File: src/include/ivp_consts.svh
// Constants for the interrupt vector priority resolver.
`ifndef IVP_CONSTS_SVH
`define IVP_CONSTS_SVH
`define IVP_NUM_VEC 17
`define IVP_VEC_W 5
`define IVP_ADDR_W 21
`define IVP_ENTRY_W 19
`define IVP_VBA_RST 21'h000000
`define IVP_VEC_RESET 5'h00
`define IVP_VEC_WDOG 5'h01
`define IVP_VEC_FIX_LO 5'h02
`define IVP_VEC_FIX_HI 5'h05
`define IVP_VEC_DBG_LO 5'h06
`define IVP_VEC_DBG_HI 5'h0a
`define IVP_VEC_SW2 5'h0b
`define IVP_VEC_SW1 5'h0c
`define IVP_VEC_SW0 5'h0d
`define IVP_VEC_RSVD 5'h0e
`define IVP_VEC_LVD 5'h0f
`define IVP_VEC_PLL 5'h10
`define IVP_PRI_FIXED 2'h3
`endif

File: src/include/ivp_pkg.sv
// Types for the interrupt vector priority resolver.
package ivp_pkg;
  typedef logic [1:0] ivp_level_t;
  typedef logic [4:0] ivp_vec_t;
endpackage : ivp_pkg

File: src/logic/ivp_resolver.sv
// Interrupt vector selection, priority resolution and fetch address forming.
//
// Contract
// - Higher priority level always served first.
// - Same level: smallest vector number wins.
// - Fetch address is base plus vector offset.
// - Chip reset slot 0, watchdog slot 1.
// - Vectors 2 to 5 fixed at level 3.
// - Debug unit vectors 6-10 take levels 1-3.
// - Detector 15, PLL 16 levels 1-3; 14 reserved.
// - Entries two words; offset 2N; 19-bit entries.
// - Reset base makes slots overlay reset addresses.
`include "ivp_consts.svh"
// Pending sources are ranked by level first, then by number. The winner and
// its table address appear one clock after the requests that chose it.
// Requests come from logic on this clock, so they are used with no
// synchronisers; a source that pulses for less than a cycle may be missed.
module ivp_resolver
  import ivp_pkg::*;
#(
  parameter int NUM_VEC = `IVP_NUM_VEC
) (
  input wire logic sys_clk,
  input wire logic sys_rst,
  input wire logic [NUM_VEC-1:0] irq_req,
  input wire logic [2*NUM_VEC-1:0] irq_level,
  input wire logic [`IVP_ADDR_W-1:0] vector_base_address,
  input wire logic vba_load,
  output logic irq_valid,
  output logic [`IVP_VEC_W-1:0] irq_vector,
  output logic [1:0] irq_prio,
  output logic [`IVP_ADDR_W-1:0] fetch_addr,
  output logic [`IVP_ENTRY_W-1:0] entry_addr,
  output logic [`IVP_ADDR_W-1:0] vba_r
);

  // ----------------------------------------------------------------
  // Effective levels
  // ----------------------------------------------------------------

  // True for the slots that never carry a request: both reset slots and the
  // reserved slot. The reset slots are entered through reset, never by arbitration.
  function automatic logic is_excluded(input int v);
    return (v == `IVP_VEC_RESET) || (v == `IVP_VEC_WDOG) || (v == `IVP_VEC_RSVD);
  endfunction : is_excluded

  // Returns the level a vector really runs at; zero means it cannot win.
  function automatic logic [1:0] eff_level(input int v, input logic [1:0] prog);
    logic [1:0] lv;
    lv = 2'h0;
    if (v >= `IVP_VEC_FIX_LO && v <= `IVP_VEC_FIX_HI) begin
      lv = `IVP_PRI_FIXED;
    end else if ((v >= `IVP_VEC_DBG_LO && v <= `IVP_VEC_DBG_HI) ||
                 v == `IVP_VEC_LVD || v == `IVP_VEC_PLL) begin
      lv = prog;
    end else if (v == `IVP_VEC_SW2) begin
      lv = 2'h2;
    end else if (v == `IVP_VEC_SW1) begin
      lv = 2'h1;
    end
    return lv;
  endfunction : eff_level

  // Effective level and contention flag of every vector.
  logic [1:0] lvl [NUM_VEC];
  logic [NUM_VEC-1:0] live;

  // Per vector: reset slots, reserved slot and idle sources are excluded.
  genvar gi;
  generate
    for (gi = 0; gi < NUM_VEC; gi++) begin : g_lvl
      assign lvl[gi] = eff_level(gi, irq_level[2*gi +: 2]);
      // A source contends only with a request and a nonzero level.
      assign live[gi] = irq_req[gi] && (lvl[gi] != 2'h0) &&
                        !is_excluded(gi);
    end
  endgenerate

  // ----------------------------------------------------------------
  // Arbitration
  // ----------------------------------------------------------------

  logic win_valid;
  logic [`IVP_VEC_W-1:0] win_vec;
  logic [1:0] win_lvl;

  // Scan downward so a lower vector at an equal level overrides.
  always_comb begin
    win_valid = 1'b0;
    win_vec = '0;
    win_lvl = 2'h0;
    for (int v = NUM_VEC - 1; v >= 0; v--) begin
      if (live[v] && (!win_valid || lvl[v] >= win_lvl)) begin
        win_valid = 1'b1;
        win_vec = `IVP_VEC_W'(v);
        win_lvl = lvl[v];
      end
    end
  end

  // Cross-check of the scan, written without its scan order: a live source
  // beats the winner at a higher level, or at the same level with a smaller
  // number. No such source may exist whenever a winner is named.
  logic [NUM_VEC-1:0] beats_win;
  genvar gb;
  generate
    for (gb = 0; gb < NUM_VEC; gb++) begin : g_beat
      assign beats_win[gb] = live[gb] && ((lvl[gb] > win_lvl) ||
                             ((lvl[gb] == win_lvl) && (gb < win_vec)));
    end
  endgenerate

  a_none_better: assert property (@(posedge sys_clk) disable iff (sys_rst)
    win_valid |-> beats_win == '0)
    else $error("a better pending source was passed over");

  // A winner is named exactly when some source contends.
  a_valid_any: assert property (@(posedge sys_clk) disable iff (sys_rst)
    win_valid == (live != '0))
    else $error("winner flag disagrees with pending sources");

  // Programmable sources win only at their programmed, nonzero level.
  a_prog_level: assert property (@(posedge sys_clk) disable iff (sys_rst)
    win_valid &&
    (win_vec inside {[`IVP_VEC_DBG_LO:`IVP_VEC_DBG_HI], `IVP_VEC_LVD, `IVP_VEC_PLL})
    |-> win_lvl == irq_level[{win_vec, 1'h0} +: 2] && win_lvl != 2'h0)
    else $error("programmable source won at a wrong level");

  // ----------------------------------------------------------------
  // Base register and outputs
  // ----------------------------------------------------------------

  // Base register. Its reset value puts slots 0 and 1 on the boot and
  // watchdog restart addresses; loading a new base moves the whole table,
  // and the new base applies from the next edge on.
  always_ff @(posedge sys_clk) begin
    if (sys_rst) begin
      vba_r <= `IVP_VBA_RST;
    end else if (vba_load) begin
      vba_r <= vector_base_address;
    end
  end

  logic [`IVP_ADDR_W-1:0] addr_nxt;
  // Each entry takes two words, so the offset is twice the vector number.
  assign addr_nxt = vba_r + {{(`IVP_ADDR_W-`IVP_VEC_W-1){1'b0}}, win_vec, 1'b0};

  // Registered winner: flag, vector and level always move together.
  always_ff @(posedge sys_clk) begin
    if (sys_rst) begin
      irq_valid <= 1'b0;
      irq_vector <= '0;
      irq_prio <= 2'h0;
    end else begin
      irq_valid <= win_valid;
      irq_vector <= win_vec;
      irq_prio <= win_lvl;
    end
  end

  // Registered fetch address. It uses the base held before this edge, so a
  // base load in the same cycle only applies to the next winner.
  always_ff @(posedge sys_clk) begin
    if (sys_rst) begin
      fetch_addr <= `IVP_VBA_RST;
      entry_addr <= '0;
    end else begin
      fetch_addr <= addr_nxt;
      entry_addr <= addr_nxt[`IVP_ENTRY_W-1:0];
    end
  end

  // ----------------------------------------------------------------
  // Checks
  // ----------------------------------------------------------------

  // The address uses the base from before the edge that named the winner.
  a_addr_form: assert property (@(posedge sys_clk) disable iff (sys_rst)
    irq_valid |-> fetch_addr == $past(vba_r) + {irq_vector, 1'h0})
    else $error("fetch address not base plus twice vector");

  // Reset slots and the reserved slot are never offered.
  a_no_reserved: assert property (@(posedge sys_clk) disable iff (sys_rst)
    irq_valid |-> irq_vector != `IVP_VEC_RSVD && irq_vector > `IVP_VEC_WDOG)
    else $error("reserved or reset vector presented");

  // Core exception vectors always run at the top level.
  a_fixed_level: assert property (@(posedge sys_clk) disable iff (sys_rst)
    irq_valid && irq_vector >= `IVP_VEC_FIX_LO && irq_vector <= `IVP_VEC_FIX_HI
    |-> irq_prio == 2'h3)
    else $error("fixed vector not at level 3");

  // Vector 2 is the lowest number at the top level, so it wins whenever asked.
  a_fixed_beats: assert property (@(posedge sys_clk) disable iff (sys_rst)
    $past(irq_req[2]) && !$past(sys_rst) |-> irq_valid && irq_vector == 5'h02)
    else $error("vector 2 pending but not chosen");

  // With nothing pending, nothing is offered one cycle later.
  a_idle_none: assert property (@(posedge sys_clk) disable iff (sys_rst)
    $past(irq_req) == '0 && !$past(sys_rst) |-> !irq_valid)
    else $error("valid without any request");

  // A level 3 request from the clock source forces a level 3 winner.
  a_level_max: assert property (@(posedge sys_clk) disable iff (sys_rst)
    irq_valid && $past(irq_req[`IVP_VEC_PLL]) && $past(irq_level[33:32]) == 2'h3
    |-> irq_prio == 2'h3)
    else $error("level 3 request lost to lower level");

  // The entry address is the table address cut to the reach of one entry.
  a_entry_range: assert property (@(posedge sys_clk) disable iff (sys_rst)
    irq_valid |-> entry_addr == `IVP_ENTRY_W'($past(vba_r) + {irq_vector, 1'h0}))
    else $error("entry address not base plus twice vector");

  // Reset returns the base to its reset value whatever else is asked.
  a_base_reset: assert property (@(posedge sys_clk)
    $past(sys_rst) |-> vba_r == `IVP_VBA_RST)
    else $error("base not at reset value after reset");

  // Straight after reset nothing is offered and the address sits on the base.
  a_reset_quiet: assert property (@(posedge sys_clk)
    $past(sys_rst) |-> !irq_valid && fetch_addr == `IVP_VBA_RST)
    else $error("winner or address not cleared by reset");

endmodule : ivp_resolver

File: config.mk
export PLATFORM = sky130hd
export DESIGN_NAME = ivp_resolver
export DESIGN_NICKNAME = d
export VERILOG_FILES = /design/src/include/ivp_pkg.sv /design/src/logic/ivp_resolver.sv
export VERILOG_INCLUDE_DIRS = /design/src /design/src/include
export SDC_FILE = /design/constraint.sdc
export NUM_CORES = 1
export LEC_CHECK = 0
export CORE_ASPECT_RATIO = 1.5
export CORE_UTILIZATION = 30
export DETAILED_ROUTE_END_ITERATION = 8
export DONT_BUFFER_PORTS = 1
export GPL_TIMING_DRIVEN = 0
export PLACE_DENSITY = 0.48
export RECOVER_POWER = 100
export SLEW_MARGIN = 20
export SYNTH_ARGS = -nofsm -noshare
export SYNTH_HDL_FRONTEND = slang
export SYNTH_SLANG_ARGS = --single-unit
File: constraint.sdc
create_clock -name sys_clk -period 15.2 [get_ports sys_clk]
set_input_delay 4.56 -clock sys_clk [delete_from_list [all_inputs] [get_ports sys_clk]]
set_output_delay 4.56 -clock sys_clk [all_outputs]
set_load 0.01 [all_outputs]
==> metrics, run 1 <==
status=finished, final reports clean; vias in the first global route=about 2.4k; Final period util=a little over nine tenths; clk slew on worst S/H paths=~0.06 ns; slowest CP cell=a41oi_1; Cells after Synth=354; Crit. Startpoint=irq_req[16]; wire per inst=roughly 16 um; Die Y=between 100 and 150 um; post-synth top area share=about a third; highest net fanout along the worst path=8; Detailed Route WL=7.48 mm; r2r startpoint=vba_r[1]; largest net degree at the start of global routing=15; routed vias=between 2k and 2.5k; DR iter-0 viols=between 80 and 90; Syn Nets=between 400 and 500; fin crit period=14.33 ns; Crit Reg-Reg Endpoint=entry_addr[11]; hold_ws=slightly below 0.5 ns; Syn. warnings=0; CTS tree=yes; Worst Reg2Reg Path Length in Cells=9; cell taking the most area after synthesis=dfxtp_1; clock tree buffer depth=2; remaining global-route overflow=0; top_reg_cell synth=dfxtp_1; Final HPWL DP=a little over 6 mm; # setup viols final=0; Core ar.=about 0.0096 sq mm; placer congestion estimate=0.824; # port buffers=0; synthesized area per cell=about 8.4 sq um; max-slew violation count=0; EDFF count, synth=0; Worst slew margin=43.4%; critical path launch point type=input pin; Clock Latency Late Sink=0.29 ns; gr usage total=between 10% and 20%; clk sinks=50; CTS buffer count=5; Critical Path AT=about 14 ns; Critical Path Max Stage Delay=between 0.6 and 0.7 ns; peak supply drop=between 0.00008 and 0.00009 V; Seq/Total Area, Yosys=33.7%; end of the critical path=fetch_addr[18]; Pwr Density=105 mW/mm^2; P&R area growth vs syn=7.37%; max_cap viols=0; die width=83.2 um; Hold-fix buffers, CTS=0; fin nets=approximately 450; CTS H-tree lvls=2; Final Hold Viols=0; DRC violations left=0; Max Clock Freq=roughly 70 MHz; cts repair resizes=0; Post-synth top cells=nor2_1, dfxtp_1, mux2i_1; most frequent cell after synthesis=nor2_1; R2R setup slack=roughly 13 ns; post-synthesis cell type count=between 50 and 60; Tightest Hold Check Type=reg -> reg; layout cell share with drive strength beyond 1=slightly below 6%; initial antenna violation count=0; # diodes=0; Post-CTS Setup Repair Bufs=0; first-pass GRT wire length=between 10 and 15 mm; ranking of synthesized cells by area=dfxtp_1, mux2i_1, nor2_1; root buf cell=clkbuf_16; crit path kind=in -> reg; Worst-Margin Slew=between 0.8 and 0.9 ns; clk_skew=approximately 0.0067 ns; most used cell, CP=ha_1; RSZ-0062 raised after global routing=false; Post-DRT Antenna Nets=0; Vias/cell=approximately 5; TritonRoute pass-1 iters=4; setup_tns=0 ns; P_leak=1.31 nW; Req. time, crit path=roughly 15 ns; Synth async-reset ratio=0%; Post-Syn Area=0.00297 sq mm; # rows=44; die area=about 0.010 sq mm; Top Ports=about 140; crit path capture type=register; Yosys reg bits=50; Fillers=around 1.1k; starting density of the core=between 30% and 40%
## critical path: cells and delay by family
family                     cells  cell delay [ns]
AOI/OAI and AO/OA             17             3.87
xor gates and xnor gates       1             0.18
adders and majority gates      7             1.90
buffers and inverters          1             0.32
muxes                          2             0.80
and+or+nand+nor               19             2.88
## logic make-up (layout without fill, tap and decap cells)
family          count (synthesis)  in the layout  synth area share, %
simple gates                  127            127                 21.1
compound gates                 75             75                 17.6
flops                          50             50                 33.7
buf+inv                        50             57                 8.85
mux                            25             25                 8.55
fa+ha+maj                      16             16                 6.99
xor+xnor                       11             11                 3.24
## cells in the final DEF, fill, tap and decap left out, types with 2 or more instances in the layout
| cell type | n |
|---|---|
| a21boi_0 | 3 |
| a21o_1 | 6 |
| a21oi_1 | 19 |
| a31oi_1 | 3 |
| and2_1 | 2 |
| and3_1 | 4 |
| clkbuf_1 | 31 |
| clkbuf_16 | 5 |
| dfxtp_1 | 50 |
| ha_1 | 15 |
| inv_1 | 19 |
| mux2_2 | 3 |
| mux2i_1 | 22 |
| nand2_1 | 21 |
| nand2b_1 | 7 |
| nand3_1 | 5 |
| nand4_1 | 3 |
| nor2_1 | 51 |
| nor2b_1 | 5 |
| nor3_1 | 9 |
| nor4_1 | 4 |
| o211ai_1 | 3 |
| o21a_1 | 3 |
| o21ai_0 | 21 |
| or3_1 | 7 |
| xnor2_1 | 8 |
| xor2_1 | 3 |
## layout make-up
class | count | area (sq um) | share of cell area, %
Multi-Input combinational cell | 254 | 1690 | 52.9
Sequential cell | 50 | 1000 | 31.4
Tap cell | 115 | 144 | 4.51
Clock buffer | 6 | 139 | 4.35
Buffer | 31 | 116 | 3.65
Inverter | 19 | 71.3 | 2.24
Clock inverter | 1 | 30.0 | 0.942
## state kept, by name, indices dropped and copies added, names as in the netlist
register	flops
fetch_addr	3
entry_addr	18
irq_vector	5
vba_r	21
irq_prio	2
irq_valid	1
## metrics by stage
step	power, mW	utilization, %	std cells	setup slack (ns)	instance area [sq um]
after global routing	0.356	33.1	476	0.0370	3190
after floorplan	0.200	-	354	1.94	2970
after detailed placement	0.214	32.3	469	0.574	3110
final	0.335	33.1	476	0.873	3190
after global placement	0.213	32.3	469	0.650	3110
after CTS	0.345	34.1	476	0.835	3280
## power breakdown
part	internal [mW]	switching, mW
clock	0.0812	0.0458
combinational	0.0253	0.0333
sequential	0.139	0.0105
## worst min-delay path by stage
stage / slack (ns) / from / endpoint / cells after the start
CTS: 0.49 / vba_r[0] / entry_addr[0] / 1
floorplan: 0.46 / vba_r[0] / entry_addr[0] / 1
global placement: 0.47 / vba_r[0] / entry_addr[0] / 1
global route: 0.51 / vba_r[0] / entry_addr[0] / 1
detailed placement: 0.48 / vba_r[0] / entry_addr[0] / 1
finish: 0.48 / vba_r[0] / entry_addr[0] / 1
## layer usage
layer	global-route usage [%]	wire, um	vias to the layer above	part of all wire (%)
met2	29.1	4060	94	54
met3	5.24	696	5	9.3
met1	13.3	2630	1112	35
li1	-	-	1224	-
met5	0	0	-	0
met4	4.53	95	0	1.3
Power figures use the tool's default switching activity.
==> inputs of run 2 (changes only) <==
Clock period 15.2 ns to 14.09 ns, I/O delays scaled along.
==> run 2 against run 1 <==
Against the previous run:
- die area unchanged
- critical path depth unchanged
- clock skew decreased by 0.0016 ns
- count of clock-buffer cells in the layout unchanged
- clock power increased by 8%
- cell area increased by 2.3%
==> metrics, run 2 (synthesis gave the netlist of run 1 again) <==
status=finished, final reports clean; leading cell types in the layout, fill and taps excluded=nor2_1, dfxtp_1, clkbuf_1; Top Ports=between 100 and 150; gr usage total=between 10 and 15%; die area=0.0103 sq mm; initial antenna violation count=0; remaining global-route overflow=0; die width=83.2 um; first-pass GRT wire length=11.4 mm; # setup viols final=0; clk_skew=0.00501 ns; fin area=0.00326 sq mm; # rows=44; Detailed Route WL=~7.5 mm; highest net fanout along the worst path=9; slowest CP cell=or4b_2; Critical Path Max Stage Delay=~0.65 ns; Clock Latency Late Sink=just under 0.3 ns; max-slew violation count=0; Max Clock Freq=around 75 MHz; cell family with most CP delay=compound AO/OA/AOI/OAI gates; clk sinks=50; Post-DRT Antenna Nets=0; crit path capture type=register; Critical Path AT=roughly 14 ns; vias in the first global route=approximately 2.4k; P&R area growth vs syn=9.86%; TritonRoute pass-1 iters=4; fin nets=between 400 and 500; P_leak=roughly 1.3 nW; fin crit period=13.34 ns; Tightest Hold Check Type=reg -> reg; # port buffers=0; CTS buffer count=5; placer congestion estimate=approximately 0.82; Pwr Density=111 mW/mm^2; Worst-Margin Slew=0.865 ns; DRC violations left=0; starting density of the core=a little under a third; # diodes=0; Top reg by flops=vba_r; clock tree buffer depth=2; Vias/cell=5.11; root buf cell=clkbuf_16; CTS tree=yes; routed vias=2443; Hold Crit Depth=1; Levels on crit path=47; Placed Area=just over 0.003 sq mm; max_cap viols=0; peak supply drop=0.0000943 V; DR iter-0 viols=78; Final HPWL DP=approximately 6.1 mm; worst slack at placement=-0.203 ns; Final period util=94.7%; wire per inst=15.7 um; worst setup margin=~0.75 ns; Worst slew margin=between 40% and 50%; clk slew on worst S/H paths=0.06 ns; Worst Reg2Reg Path Length in Cells=10; crit path kind=in -> reg; Final Hold Viols=0; crit path buf inv count=1; Core ar.=about 0.0096 sq mm; biggest regs=vba_r x21, entry_addr x18, irq_vector x5; Req. time, crit path=~14 ns; Die Y=approximately 120 um; layout cell share with drive strength beyond 1=between 8 and 9%; largest net degree at the start of global routing=15; critical path launch point type=input pin; CTS H-tree lvls=2; Largest register FFs=21
[run 2: metrics by stage]
step / TNS, ns / total power [mW] / instances / hold slack (ns) / utilization, %
4_1_cts: 0 / 0.372 / 476 / 0.491 / 34.1
5_1_grt: -0.0251 / 0.386 / 478 / 0.514 / 33.9
3_3_place_gp: -0.767 / 0.230 / 469 / 0.470 / 32.3
6_report: 0 / 0.363 / 478 / 0.483 / 33.9
2_1_floorplan: 0 / 0.216 / 354 / 0.460 / -
3_5_place_dp: -1.68 / 0.231 / 469 / 0.482 / 32.3
[run 2: repair_timing]
action                     in CTS  in global routing
gates resized for setup         0                  6
hold endpoints to repair        0                  0
buffers inserted                0                  3
hold buffers                    0                  0
setup endpoints to repair       0                 15
[run 2: cell type report]
| class | instances | area (sq um) |
|---|---|---|
| tap | 115 | 144 |
| timing repair buffer | 3 | 22.5 |
| fill | 1049 | 6370 |
| inverter | 19 | 71.3 |
| clock buffer | 6 | 139 |
| clock inverter | 1 | 30.0 |
| multi-input combinational | 254 | 1740 |
| sequential | 50 | 1000 |
| buffer | 30 | 113 |
[run 2: power by group]
group	switching, mW	internal (mW)	total [mW]
Sequential	0.0113	0.149	0.161
Clock	0.0493	0.0876	0.137
Combinational	0.0369	0.0282	0.0652
[run 2: metal layers]
layer / share of wire (%) / GRT usage (%)
met5: 0 / 0
met4: 1.3 / 4.53
met3: 9.3 / 5.24
met2: 54 / 29.1
met1: 35 / 13.3
[run 2: worst paths after layout]
kind,start,to,slack [ns]
setup / recovery,irq_req[16],entry_addr[11],0.75
hold / removal,vba_r[0],entry_addr[0],0.48
setup reg to reg,vba_r[1],entry_addr[11],11.86
hold reg to reg,vba_r[0],entry_addr[0],0.48
